--- config.mk ---
export PLATFORM = sky130hd
export DESIGN_NAME = scbc_top
export DESIGN_NICKNAME = d
export VERILOG_FILES = /design/src/scbc_regs.v /design/src/scbc_top.v
export VERILOG_INCLUDE_DIRS = /design/src
export SDC_FILE = /design/constraint.sdc
export NUM_CORES = 1
export LEC_CHECK = 0
export ABC_CLOCK_PERIOD_IN_PS = 2800
export BUFFER_PORTS_ARGS = -buffer_cell sky130_fd_sc_hd__buf_4
export CORE_MARGIN = 1
export CORE_UTILIZATION = 56
export DETAILED_ROUTE_END_ITERATION = 6
export PLACE_DENSITY = 0.81
export SLEW_MARGIN = 20
export SYNTH_ARGS = -nofsm -noshare
export SYNTH_HDL_FRONTEND = slang
export SYNTH_SLANG_ARGS = --single-unit
export TNS_END_PERCENT = 100
--- constraint.sdc ---
create_clock -name core_clk -period 2.8 [get_ports core_clk]
set_clock_uncertainty 0.15 [all_clocks]
set_input_delay 0.28 -clock core_clk [delete_from_list [all_inputs] [get_ports core_clk]]
set_output_delay 0.28 -clock core_clk [all_outputs]
set_load 0.02 [all_outputs]
--- src/scbc_defs.vh ---
/*
  Constants for the SMBus control block of the clock fanout buffer: bus addresses, register
  indices, field positions and reset values.
  Assumes it is included by bare name from the design files of this block.
*/
`ifndef SCBC_DEFS_VH
`define SCBC_DEFS_VH

// ----------------------------------------------------------------
// Bus addresses, read/write bit included
// ----------------------------------------------------------------
`define SCBC_ADDR_WR 8'hd4
`define SCBC_ADDR_RD 8'hd5

// ----------------------------------------------------------------
// Register indices
// ----------------------------------------------------------------
`define SCBC_IDX_PLL_CONTROL 8'h00
`define SCBC_IDX_OUTPUT_GATE 8'h01
`define SCBC_IDX_FUNC_SPARE 8'h02
`define SCBC_IDX_MAKER_REV 8'h03
`define SCBC_IDX_PART_ID 8'h04
`define SCBC_IDX_READBACK_LEN 8'h05

// ----------------------------------------------------------------
// Field positions
// ----------------------------------------------------------------
`define SCBC_PLL_REG_SEL_BIT 7
`define SCBC_LOOP_BW_BIT 1
`define SCBC_PLL_PATH_BIT 0
`define SCBC_PAIR5_BIT 5
`define SCBC_PAIR3_BIT 3
`define SCBC_PAIR2_BIT 2
`define SCBC_PAIR0_BIT 0

// ----------------------------------------------------------------
// Reset values
// ----------------------------------------------------------------
`define SCBC_RST_PLL_CONTROL 8'h83
`define SCBC_RST_OUTPUT_GATE 8'h2d
`define SCBC_RST_FUNC_SPARE 8'h00
`define SCBC_RST_READBACK_LEN 8'h06

// ----------------------------------------------------------------
// Serial framing
// ----------------------------------------------------------------
`define SCBC_BITS_PER_BYTE 4'h8

`endif

--- src/scbc_regs.v ---
/*
  Register bank of the clock buffer control block: six byte registers, one write port
  and one registered read port, each with its own index.
  Assumes the serial engine presents a one-cycle write strobe as it starts to drive the byte's acknowledge.
*/
`default_nettype none
`include "scbc_defs.vh"

module scbc_regs #(
  parameter [3:0] REV_CODE = 4'h2,   // Arbitrary value.
  parameter [3:0] MAKER_CODE = 4'ha, // Arbitrary value.
  parameter [7:0] PART_ID = 8'h5a    // Arbitrary value.
) (
  input wire core_clk,
  input wire resetn,
  input wire wr_en,
  input wire [7:0] wr_idx,
  input wire [7:0] wr_data,
  input wire [7:0] rd_idx,
  output reg [7:0] rd_data_r,
  output reg [7:0] pll_control_r,
  output reg [7:0] output_gate_r,
  output reg [7:0] readback_len_r
);

  reg [7:0] func_spare_r;
  reg [7:0] rd_nxt;

  // ----------------------------------------------------------------
  // Writable registers
  // ----------------------------------------------------------------
  // Reserved bits power up undefined; they are cleared here so simulation starts clean.
  always @(posedge core_clk or negedge resetn) begin
    if (!resetn) begin
      pll_control_r <= `SCBC_RST_PLL_CONTROL;
      output_gate_r <= `SCBC_RST_OUTPUT_GATE;
      func_spare_r <= `SCBC_RST_FUNC_SPARE;
      readback_len_r <= `SCBC_RST_READBACK_LEN;
    end else if (wr_en) begin
      case (wr_idx)
        `SCBC_IDX_PLL_CONTROL: pll_control_r <= wr_data;
        `SCBC_IDX_OUTPUT_GATE: output_gate_r <= wr_data;
        `SCBC_IDX_FUNC_SPARE: func_spare_r <= wr_data;
        `SCBC_IDX_READBACK_LEN: readback_len_r <= wr_data;
        default: ;
      endcase
    end
  end

  // ----------------------------------------------------------------
  // Read port
  // ----------------------------------------------------------------
  always @* begin
    case (rd_idx)
      `SCBC_IDX_PLL_CONTROL: rd_nxt = pll_control_r;
      `SCBC_IDX_OUTPUT_GATE: rd_nxt = output_gate_r;
      `SCBC_IDX_FUNC_SPARE: rd_nxt = func_spare_r;
      `SCBC_IDX_MAKER_REV: rd_nxt = {REV_CODE, MAKER_CODE};
      `SCBC_IDX_PART_ID: rd_nxt = PART_ID;
      `SCBC_IDX_READBACK_LEN: rd_nxt = readback_len_r;
      default: rd_nxt = 8'h00;
    endcase
  end

  always @(posedge core_clk or negedge resetn) begin
    if (!resetn) begin
      rd_data_r <= 8'h00;
    end else begin
      rd_data_r <= rd_nxt;
    end
  end

endmodule // scbc_regs
`default_nettype wire

--- src/scbc_top.v ---
/*
  SMBus target and control outputs of a six-output clock fanout buffer. The serial clock
  and data pins are oversampled by core_clk and decoded into block writes and block reads.
  Assumes core_clk runs at least six times faster than the serial clock and that the data
  pin is open drain with an external pull-up.
*/
`default_nettype none
`include "scbc_defs.vh"

// Contract
// - Answer at write D4, read D5.
// - Write: index, count, data bytes, all acknowledged.
// - Read: index, restart, count byte, then data.
// - Bit 7 selects pin or register PLL control.
// - Register bit 0 low bypasses the PLL; the code does so only while bit 7 is low.
// - Register 1 bits gate output pairs 5,3,2,0.
// - Reserved bits store writes, have no effect.
// - Registers 3 and 4 read-only identity codes.
// - Register 5 sets read-back length, default 6.
module scbc_top (
  input wire core_clk,
  input wire resetn,
  input wire smb_clk_in,
  input wire smb_dat_in,
  output reg smb_dat_out,
  output reg smb_dat_oe_n,
  input wire pll_bw_pin,
  output reg pll_register_control_select,
  output reg loop_bandwidth_select,
  output reg pll_path_enable,
  output reg output_pair5_gate,
  output reg output_pair3_gate,
  output reg output_pair2_gate,
  output reg output_pair0_gate
);

  localparam [6:0] ST_IDLE = 7'b0000001;
  localparam [6:0] ST_ADDR = 7'b0000010;
  localparam [6:0] ST_RXB = 7'b0000100;
  localparam [6:0] ST_ACK = 7'b0001000;
  localparam [6:0] ST_TX = 7'b0010000;
  localparam [6:0] ST_MACK = 7'b0100000;
  localparam [6:0] ST_MNEXT = 7'b1000000;

  reg scl_s1_r, scl_s2_r, scl_s3_r;
  reg sda_s1_r, sda_s2_r, sda_s3_r;
  reg bw_s1_r, bw_s2_r;
  reg [6:0] state_r;
  reg [7:0] shift_r;
  reg [7:0] tx_r;
  reg [3:0] cnt_r;
  reg [1:0] byte_num_r;
  reg rd_mode_r;
  reg count_sent_r;
  reg [7:0] ptr_r;
  reg [7:0] xfer_count_r;
  reg wr_en_r;
  reg [7:0] wr_idx_r;
  reg [7:0] wr_data_r;
  wire [7:0] rd_data;
  wire [7:0] pll_control;
  wire [7:0] output_gate;
  wire [7:0] readback_len;
  wire scl_rise, scl_fall, start_det, stop_det;

  // ----------------------------------------------------------------
  // Pin synchronisers and bus condition detection
  // ----------------------------------------------------------------
  always @(posedge core_clk or negedge resetn) begin
    if (!resetn) begin
      scl_s1_r <= 1'b1;
      scl_s2_r <= 1'b1;
      scl_s3_r <= 1'b1;
      sda_s1_r <= 1'b1;
      sda_s2_r <= 1'b1;
      sda_s3_r <= 1'b1;
      // Starts at the bandwidth output's reset level, so no low dip follows reset.
      bw_s1_r <= 1'b1;
      bw_s2_r <= 1'b1;
    end else begin
      scl_s1_r <= smb_clk_in;
      scl_s2_r <= scl_s1_r;
      scl_s3_r <= scl_s2_r;
      sda_s1_r <= smb_dat_in;
      sda_s2_r <= sda_s1_r;
      sda_s3_r <= sda_s2_r;
      bw_s1_r <= pll_bw_pin;
      bw_s2_r <= bw_s1_r;
    end
  end

  assign scl_rise = scl_s2_r & ~scl_s3_r;
  assign scl_fall = ~scl_s2_r & scl_s3_r;
  // A data edge only counts as start or stop while the clock is high on both samples.
  assign start_det = scl_s2_r & scl_s3_r & sda_s3_r & ~sda_s2_r;
  assign stop_det = scl_s2_r & scl_s3_r & ~sda_s3_r & sda_s2_r;

  // ----------------------------------------------------------------
  // Serial engine
  // ----------------------------------------------------------------
  always @(posedge core_clk or negedge resetn) begin
    if (!resetn) begin
      state_r <= ST_IDLE;
      shift_r <= 8'h00;
      tx_r <= 8'h00;
      cnt_r <= 4'h0;
      byte_num_r <= 2'b00;
      rd_mode_r <= 1'b0;
      count_sent_r <= 1'b0;
      ptr_r <= 8'h00;
      xfer_count_r <= 8'h00;
      wr_en_r <= 1'b0;
      wr_idx_r <= 8'h00;
      wr_data_r <= 8'h00;
      smb_dat_out <= 1'b0;
      smb_dat_oe_n <= 1'b1;
    end else begin
      wr_en_r <= 1'b0;
      smb_dat_out <= 1'b0;
      if (stop_det) begin
        state_r <= ST_IDLE;
        smb_dat_oe_n <= 1'b1;
      end else if (start_det) begin
        state_r <= ST_ADDR;
        cnt_r <= 4'h0;
        smb_dat_oe_n <= 1'b1;
      end else begin
        case (state_r)
          ST_ADDR, ST_RXB: begin
            if (scl_rise) begin
              shift_r <= {shift_r[6:0], sda_s2_r};
              cnt_r <= cnt_r + 4'h1;
            end else if (scl_fall && cnt_r == `SCBC_BITS_PER_BYTE) begin
              state_r <= ST_ACK;
              smb_dat_oe_n <= 1'b0;
              if (state_r == ST_ADDR) begin
                if (shift_r == `SCBC_ADDR_WR) begin
                  rd_mode_r <= 1'b0;
                  byte_num_r <= 2'b00;
                end else if (shift_r == `SCBC_ADDR_RD) begin
                  rd_mode_r <= 1'b1;
                  count_sent_r <= 1'b0;
                end else begin
                  state_r <= ST_IDLE;
                  smb_dat_oe_n <= 1'b1;
                end
              end else begin
                if (byte_num_r != 2'b11) begin
                  byte_num_r <= byte_num_r + 2'b01;
                end
                case (byte_num_r)
                  2'b00: ptr_r <= shift_r;
                  2'b01: xfer_count_r <= shift_r;
                  default: begin
                    // The byte is committed while its acknowledge is driven.
                    wr_en_r <= 1'b1;
                    wr_idx_r <= ptr_r;
                    wr_data_r <= shift_r;
                    ptr_r <= ptr_r + 8'h01;
                  end
                endcase
              end
            end
          end
          ST_ACK: begin
            if (scl_fall) begin
              cnt_r <= 4'h0;
              if (rd_mode_r) begin
                state_r <= ST_TX;
                tx_r <= readback_len;
                smb_dat_oe_n <= readback_len[7];
              end else begin
                state_r <= ST_RXB;
                smb_dat_oe_n <= 1'b1;
              end
            end
          end
          ST_TX: begin
            if (scl_rise) begin
              cnt_r <= cnt_r + 4'h1;
            end else if (scl_fall) begin
              if (cnt_r == `SCBC_BITS_PER_BYTE) begin
                state_r <= ST_MACK;
                smb_dat_oe_n <= 1'b1;
                if (count_sent_r) begin
                  ptr_r <= ptr_r + 8'h01;
                end
                count_sent_r <= 1'b1;
              end else begin
                smb_dat_oe_n <= tx_r[6];
                tx_r <= {tx_r[6:0], 1'b0};
              end
            end
          end
          ST_MACK: begin
            if (scl_rise) begin
              // A refused byte ends the read; the line stays released until stop.
              state_r <= sda_s2_r ? ST_IDLE : ST_MNEXT;
            end
          end
          ST_MNEXT: begin
            if (scl_fall) begin
              state_r <= ST_TX;
              cnt_r <= 4'h0;
              tx_r <= rd_data;
              smb_dat_oe_n <= rd_data[7];
            end
          end
          default: begin
            state_r <= ST_IDLE;
            smb_dat_oe_n <= 1'b1;
          end
        endcase
      end
    end
  end

  // ----------------------------------------------------------------
  // Register bank
  // ----------------------------------------------------------------
  scbc_regs u_regs (
    .core_clk(core_clk),
    .resetn(resetn),
    .wr_en(wr_en_r),
    .wr_idx(wr_idx_r),
    .wr_data(wr_data_r),
    .rd_idx(ptr_r),
    .rd_data_r(rd_data),
    .pll_control_r(pll_control),
    .output_gate_r(output_gate),
    .readback_len_r(readback_len)
  );

  // ----------------------------------------------------------------
  // Control outputs
  // ----------------------------------------------------------------
  // These only steer the clock path, never the serial engine, so a write cannot upset
  // the transfer that carries it.
  always @(posedge core_clk or negedge resetn) begin
    if (!resetn) begin
      pll_register_control_select <= 1'b1;
      loop_bandwidth_select <= 1'b1;
      pll_path_enable <= 1'b1;
      output_pair5_gate <= 1'b1;
      output_pair3_gate <= 1'b1;
      output_pair2_gate <= 1'b1;
      output_pair0_gate <= 1'b1;
    end else begin
      pll_register_control_select <= pll_control[`SCBC_PLL_REG_SEL_BIT];
      loop_bandwidth_select <= pll_control[`SCBC_PLL_REG_SEL_BIT] ?
        bw_s2_r : pll_control[`SCBC_LOOP_BW_BIT];
      pll_path_enable <= pll_control[`SCBC_PLL_REG_SEL_BIT] |
        pll_control[`SCBC_PLL_PATH_BIT];
      output_pair5_gate <= output_gate[`SCBC_PAIR5_BIT];
      output_pair3_gate <= output_gate[`SCBC_PAIR3_BIT];
      output_pair2_gate <= output_gate[`SCBC_PAIR2_BIT];
      output_pair0_gate <= output_gate[`SCBC_PAIR0_BIT];
    end
  end

endmodule // scbc_top
`default_nettype wire

==> flow_summary.yaml, run 1 <==
outcome:
  outcome: "complete, no violations"
placement:
  dp_hpwl_mm: 8.57
  dp_cells: 622
  pre_cts_slack_ns: 0.164
  buffer_ports.inserted: 12
  gp_congestion: 0.889
synthesis:
  synth_nets: 487
  ys_seq_area_share_pct: 52.6
  synth-seq-cells: 111
  synth_edf_count: 0
  syn_avg_cell_area_sq_um: 11.3
  async_reset_ff_share_pct: 100
  synth_ff_type: "dfrtp_1"
  synth_area_sq_um: 5340
  synth_cell_types: 68
  synth_warnings: 0
  synth_cells: 473
min_path:
  min_path_cells: 0
  hold_start: "sda_s1_r$_DFF_PN1_"
  hold_path_end: "sda_s2_r$_DFF_PN1_"
  worstHoldPathType: "flop to flop"
cts:
  clk_latency_ns: 0.38
  clkTransAtPathRegs_ns: 0.10
  root_buffer: "clkbuf_8"
  post_cts.repair.setup_buffers: 0
  cts.path.max_buffers: 2
  post_cts_resized: 0
  htreeDepth: 3
  cts_made_buffers: 9
  cts.sinks: 111
  cts_tree: "built"
routing:
  drt-initial-drc-count: 227
  drt_drc_violations_left: 0
  routed_wl_mm: 11.7
  drtPass1Iterations: 5
  ant_nets: 0
  vias: 3856
  wl_per_cell_um: 18.2
  vias_per_cell: 6.01
final_layout:
  seq_area_sq_um: 2810
  antenna_cells: 0
  fin_nets: 522
  multi_input_area_sq_um: 2340
  drive_gt1_share_pct: 27.5
  synthToLayoutAreaGrowth_pct: 11.4
  final_cells: 642
  final_core_util_pct: 64.4
  num-fill-cells: 662
flow_run:
  cap_violations: 0
critical_path:
  critPathTopFamily: "simple AND/OR/NAND/NOR gates"
  reg2reg_from: "state_r[5]$_DFFE_PN0P_"
  worst-path-buf-inv: 1
  slowest_stage: "or4b_2"
  cp-start-kind: "flop"
  required_ns: 2.94
  startpoint: "state_r[5]$_DFFE_PN0P_"
  r2r_cells: 6
  ff2ff_setup_slack_ns: 0.16
  reg2reg_to: "tx_r[3]$_DFFE_PN0P_"
  max_stage_delay_ns: 0.65
  cp_num_cells: 6
  path_cells: "or4_4 -> or4b_2 -> a21oi_1 -> or4_1 -> buf_4 -> mux2i_1"
  crit_type: "flop to flop"
  critPathArrivalTime_ns: 2.78
  worstPathMaxFanout: 8
  critPathCaptureType: "flop"
sta:
  period_needed_ns: 2.64
  hold_viol: 0
  worst_pin_slew_ns: 0.762
  tns_ns: 0
  finalMaxSlewViolations: 0
  final-setup-viol-count: 0
  post-route-period-util_pct: 94.2
  rsz0062_at_grt: "false"
  relSlewSlack_pct: 49.2
  setup_ws_ns: 0.164
  clock.fmax_mhz: 379
  holdWs_ns: 0.211
pwr:
  ir_worst_vdd_mv: 0.486
  power_density_nw_per_um2: 460
  power.leakage_nw: 2.74
floorplan:
  core.rowCount: 35
  dieWidth_um: 99.7
  ioPinCount: 14
  fp.dieH_um: 99.7
  start_util_pct: 57.8
  core_sq_um: 9240
  dieArea_sq_um: 9930
grt:
  antenna_found_initial: 0
  grt_max_degree: 62
  grt_overflow_total: 0
  grt_pass1_vias: 3867
  grt_pass1_wl_mm: 19.5
  track_usage_pct: 25.7
-- metal layers --
layer | share of wire [%] | track usage (%)
met5 | 0 | 0
met4 | 2.8 | 11.1
met3 | 4.7 | 5.48
met2 | 49 | 41.8
met1 | 43 | 33.5
-- layout make-up --
cell class / count / share of cell area [%]
Clock buffer: 10 / 2.15
Timing Repair Buffer: 47 / 6.31
Inverter: 18 / 1.14
Multi-Input combinational cell: 321 / 39.4
Tap cell: 129 / 2.71
Clock inverter: 6 / 1.05
Sequential cell: 111 / 47.2
-- what timing repair did --
action,4_1_cts,5_1_grt
hold endpoints to repair,51,0
hold buffers,4,0
setup endpoints to repair,0,0
-- worst max path at each step --
stage,end
detailed placement,tx_r[3]$_DFFE_PN0P_
CTS,tx_r[3]$_DFFE_PN0P_
global route,tx_r[3]$_DFFE_PN0P_
finish,tx_r[3]$_DFFE_PN0P_
global placement,state_r[2]$_DFFE_PN0P_
floorplan,wr_idx_r[2]$_DFFE_PN0P_
-- through the flow --
| step | total power [W] | instance area [sq um] |
|---|---|---|
| after floorplan | 0.00178 | 5340 |
| after global placement | 0.00185 | 5720 |
| after detailed placement | 0.00186 | 5720 |
| after CTS | 0.00277 | 5950 |
| after global routing | 0.00286 | 5950 |
| final | 0.00274 | 5950 |
-- worst register-to-register path, delay by kind of cell, from the launching register on --
| kind | cells | cell delay (ns) |
|---|---|---|
| buffers and inverters | 1 | 0.18 |
| AO/OA/AOI/OAI | 1 | 0.14 |
| flip-flops | 1 | 0.40 |
| AND/OR/NAND/NOR | 3 | 1.46 |
| multiplexers | 1 | 0.21 |
-- logic make-up after synthesis --
logic type,after synthesis,share of synthesized area (%)
buf+inv,41,3.49
xor+xnor,5,0.820
flops,111,52.6
other cells,1,0.0702
fa+ha+maj,9,2.11
simple gates,156,16.3
mux,65,13.6
compound gates,85,11.0
-- flip-flops by register name, summed over array words and instances, names as in the netlist, 2 cells and up --
| name | count |
|---|---|
| u_regs.output_gate_r | 8 |
| u_regs.func_spare_r | 8 |
| u_regs.pll_control_r | 8 |
| state_r | 7 |
| tx_r | 7 |
| wr_data_r | 8 |
| wr_idx_r | 8 |
| ptr_r | 8 |
| byte_num_r | 2 |
| u_regs.rd_data_r | 8 |
| shift_r | 8 |
| cnt_r | 4 |
| u_regs.readback_len_r | 8 |
-- cell usage in the layout, fill, tap and decap left out, drive strengths merged, types with 3 or more instances in the layout --
cell         count
inv             20
xnor2            3
o22ai            4
clkbuf          10
or4              5
and2             5
nor3b            3
a21oi           19
and3             5
dfstp           26
o2bb2ai          3
nand3           19
nor3            11
or3              3
ha               9
buf             43
mux2i            9
dfrtp           85
nor2b            6
nand2b           7
nand4            4
nand2           48
dlygate4sd3      4
nor4b            4
mux2            56
nor2            20
o21ai           13
clkinv           4
a22o             3
a221oi           6
o211ai           4
nor4             8
a22oi           16
-- where the power goes --
part	switching [W]	leakage [nW]	internal, W
Combinational	0.0000963	1.20	0.0000666
Sequential	0.0000307	1.45	0.00164
Clock	0.000564	0.0957	0.000346
Total	0.000691	2.74	0.00205
-- Yosys cell counts, types with 4 or more instances --
library cell,instances,area (sq um)
or4_1,4,30.0
o211ai_1,4,30.0
nand3_1,19,95.1
a22oi_1,16,120
clkbuf_1,13,48.8
inv_1,18,67.6
nor2_1,20,75.1
and2_1,5,31.3
mux2_2,44,495
nor3_1,10,50.1
mux2i_1,9,90.1
nand2b_1,7,43.8
nor4_1,5,31.3
o22ai_1,4,25.0
mux2_1,11,124
and3_1,5,31.3
dfstp_2,26,683
dfrtp_1,85,2130
nand4_1,4,25.0
a221oi_1,6,52.6
nand2_1,48,180
nor2b_1,6,37.5
ha_1,9,113
o21ai_0,12,60.1
a21oi_1,19,95.1
(Power assumes the default switching activity.)
==> inputs of run 2 (changes only) <==
Settings changed: SETUP_SLACK_MARGIN from default to 0.5.
==> run 2 against run 1 <==
Core utilization rose by 2.5 points. Die area did not move. Design area rose by 3.9%. Combinational power barely moved. Final cell count rose by 0.93%. Maximum frequency rose by 4.6%. Wire length rose by 7.3%. Global-route usage rose by 1.2 points. Register-to-register slack improved by 0.12 ns. Sequential share of layout area fell by 1.8 points. Via count rose by 2.7%. Clock power rose by 7.6%. Largest power group unchanged. Highest routed layer unchanged.
==> flow_summary.yaml, run 2 (synthesized netlist as in run 1, its figures left out) <==
critical_path:
  cp-start-kind: "flop"
  reg2reg_from: "state_r[5]$_DFFE_PN0P_"
  cp_num_cells: 5
  slowest_stage: "or4_4"
  r2r_cells: 5
  critPathCaptureType: "flop"
  path_cells: "or4_4 -> or3_4 -> o32a_1 -> o2111a_2 -> mux2_4"
  worst-path-buf-inv: 0
  max_stage_delay_ns: 0.60
  required_ns: 2.91
  critPathArrivalTime_ns: 2.63
  startpoint: "state_r[5]$_DFFE_PN0P_"
  crit_type: "flop to flop"
  critPathTopFamily: "simple AND/OR/NAND/NOR gates"
  worstPathMaxFanout: 6
grt:
  grt_pass1_wl_mm: 20.4
  grt_max_degree: 62
  track_usage_pct: 26.9
  grt_pass1_vias: 3955
  antenna_found_initial: 0
  grt_overflow_total: 0
pwr:
  power_density_nw_per_um2: 454
  power.leakage_nw: 2.80
  ir_worst_vdd_mv: 0.286
final_layout:
  synthToLayoutAreaGrowth_pct: 15.7
  final_cell_mix: "dfrtp_1 (85), nand2_1 (47), mux2_2 (43)"
  fin_area_sq_um: 6180
  fin_nets: 528
  num-fill-cells: 649
  final_common_cell: "dfrtp_1"
  antenna_cells: 0
  drive_gt1_share_pct: 33.3
routing:
  vias_per_cell: 6.11
  drt_drc_violations_left: 0
  drtPass1Iterations: 5
  vias: 3961
  routed_wl_mm: 12.5
  wl_per_cell_um: 19.3
  ant_nets: 0
  drt-initial-drc-count: 214
placement:
  buffer_ports.inserted: 12
  gp_congestion: 0.935
  dpl_cell_area_sq_um: 5740
  dp_hpwl_mm: 8.60
sta:
  holdWs_ns: 0.212
  hold_viol: 0
  period_needed_ns: 2.52
  final-setup-viol-count: 0
  post-route-period-util_pct: 90.0
  rsz0062_at_grt: "true"
  finalMaxSlewViolations: 0
  relSlewSlack_pct: 57.5
  worst_pin_slew_ns: 0.631
  tns_ns: 0
  clock.fmax_mhz: 397
flow_run:
  cap_violations: 0
cts:
  clk_latency_ns: 0.38
  cts.path.max_buffers: 2
  clkTransAtPathRegs_ns: 0.11
  cts_tree: "built"
  htreeDepth: 3
  cts.sinks: 111
  root_buffer: "clkbuf_8"
  cts_made_buffers: 9
floorplan:
  core_sq_um: 9240
  fp.dieH_um: 99.7
  start_util_pct: 57.8
  ioPinCount: 14
  core.rowCount: 35
  dieArea_sq_um: 9930
  dieWidth_um: 99.7
min_path:
  min_path_cells: 0
  worstHoldPathType: "flop to flop"
  hold_start: "sda_s1_r$_DFF_PN1_"
outcome:
  outcome: "complete, no violations"
## run 2: cell type report
type	count	area [sq um]	area share, %
multi-input cells	321	2480	40.1
flip-flops and latches	111	2810	45.5
repair buffers	53	452	7.31
well taps	129	161	2.61
clock inverters	7	87.6	1.42
inverters	18	67.6	1.09
clock buffers	9	124	2.00
## run 2: power breakdown
part,switching (W),leakage [nW],internal [W]
Combinational,0.0000970,1.25,0.0000684
Sequential,0.0000292,1.45,0.00164
Clock,0.000614,0.102,0.000365
Total,0.000740,2.80,0.00207
## run 2: stage by stage
stage | setup slack [ns] | utilization, % | total power [W] | cells
finish | 0.279 | 66.9 | 0.00281 | 648
global route | 0.234 | 66.9 | 0.00292 | 648
CTS | 0.284 | 66.1 | 0.00283 | 646
detailed placement | 0.208 | 62.1 | 0.00185 | 617
global placement | 0.243 | 62.1 | 0.00185 | 617
floorplan | 0.105 | - | 0.00178 | 473
## run 2: layer usage
layer / vias to the layer above / global-route usage (%) / share of wire, %
li1: 1804 / - / -
met1: 2019 / 37.1 / 45
met2: 115 / 43.0 / 49
met3: 23 / 4.99 / 4.7
met4: 0 / 9.39 / 2.0
met5: - / 0 / 0
## run 2: worst register-to-register path: cells and delay by family, from the launching register on
kind | cells | cell delay [ns]
DFF | 1 | 0.39
muxes | 1 | 0.31
AOI/OAI and AO/OA | 2 | 0.54
and+or+nand+nor | 2 | 1.01
## run 2: path summary, 6_finish.rpt
kind	to	slack, ns
min in group asynchronous	cnt_r[3]$_DFFE_PN0P_	0.31
worst min register to register	sda_s2_r$_DFF_PN1_	0.21
max in group asynchronous	u_regs.pll_control_r[1]$_DFFE_PN1P_	1.42
worst min-delay path	sda_s2_r$_DFF_PN1_	0.21
worst max register to register	state_r[4]$_DFFE_PN0P_	0.28
worst max-delay path	state_r[4]$_DFFE_PN0P_	0.28
## run 2: repair_timing
action / in CTS / in global routing
pin swaps: 5 / 9
endpoints found under the setup margin: 41 / 59
hold buffers: 4 / 0
hold endpoints to repair: 39 / 0
buffers inserted: 9 / 2
cloned: 0 / 0
resized for setup: 11 / 14
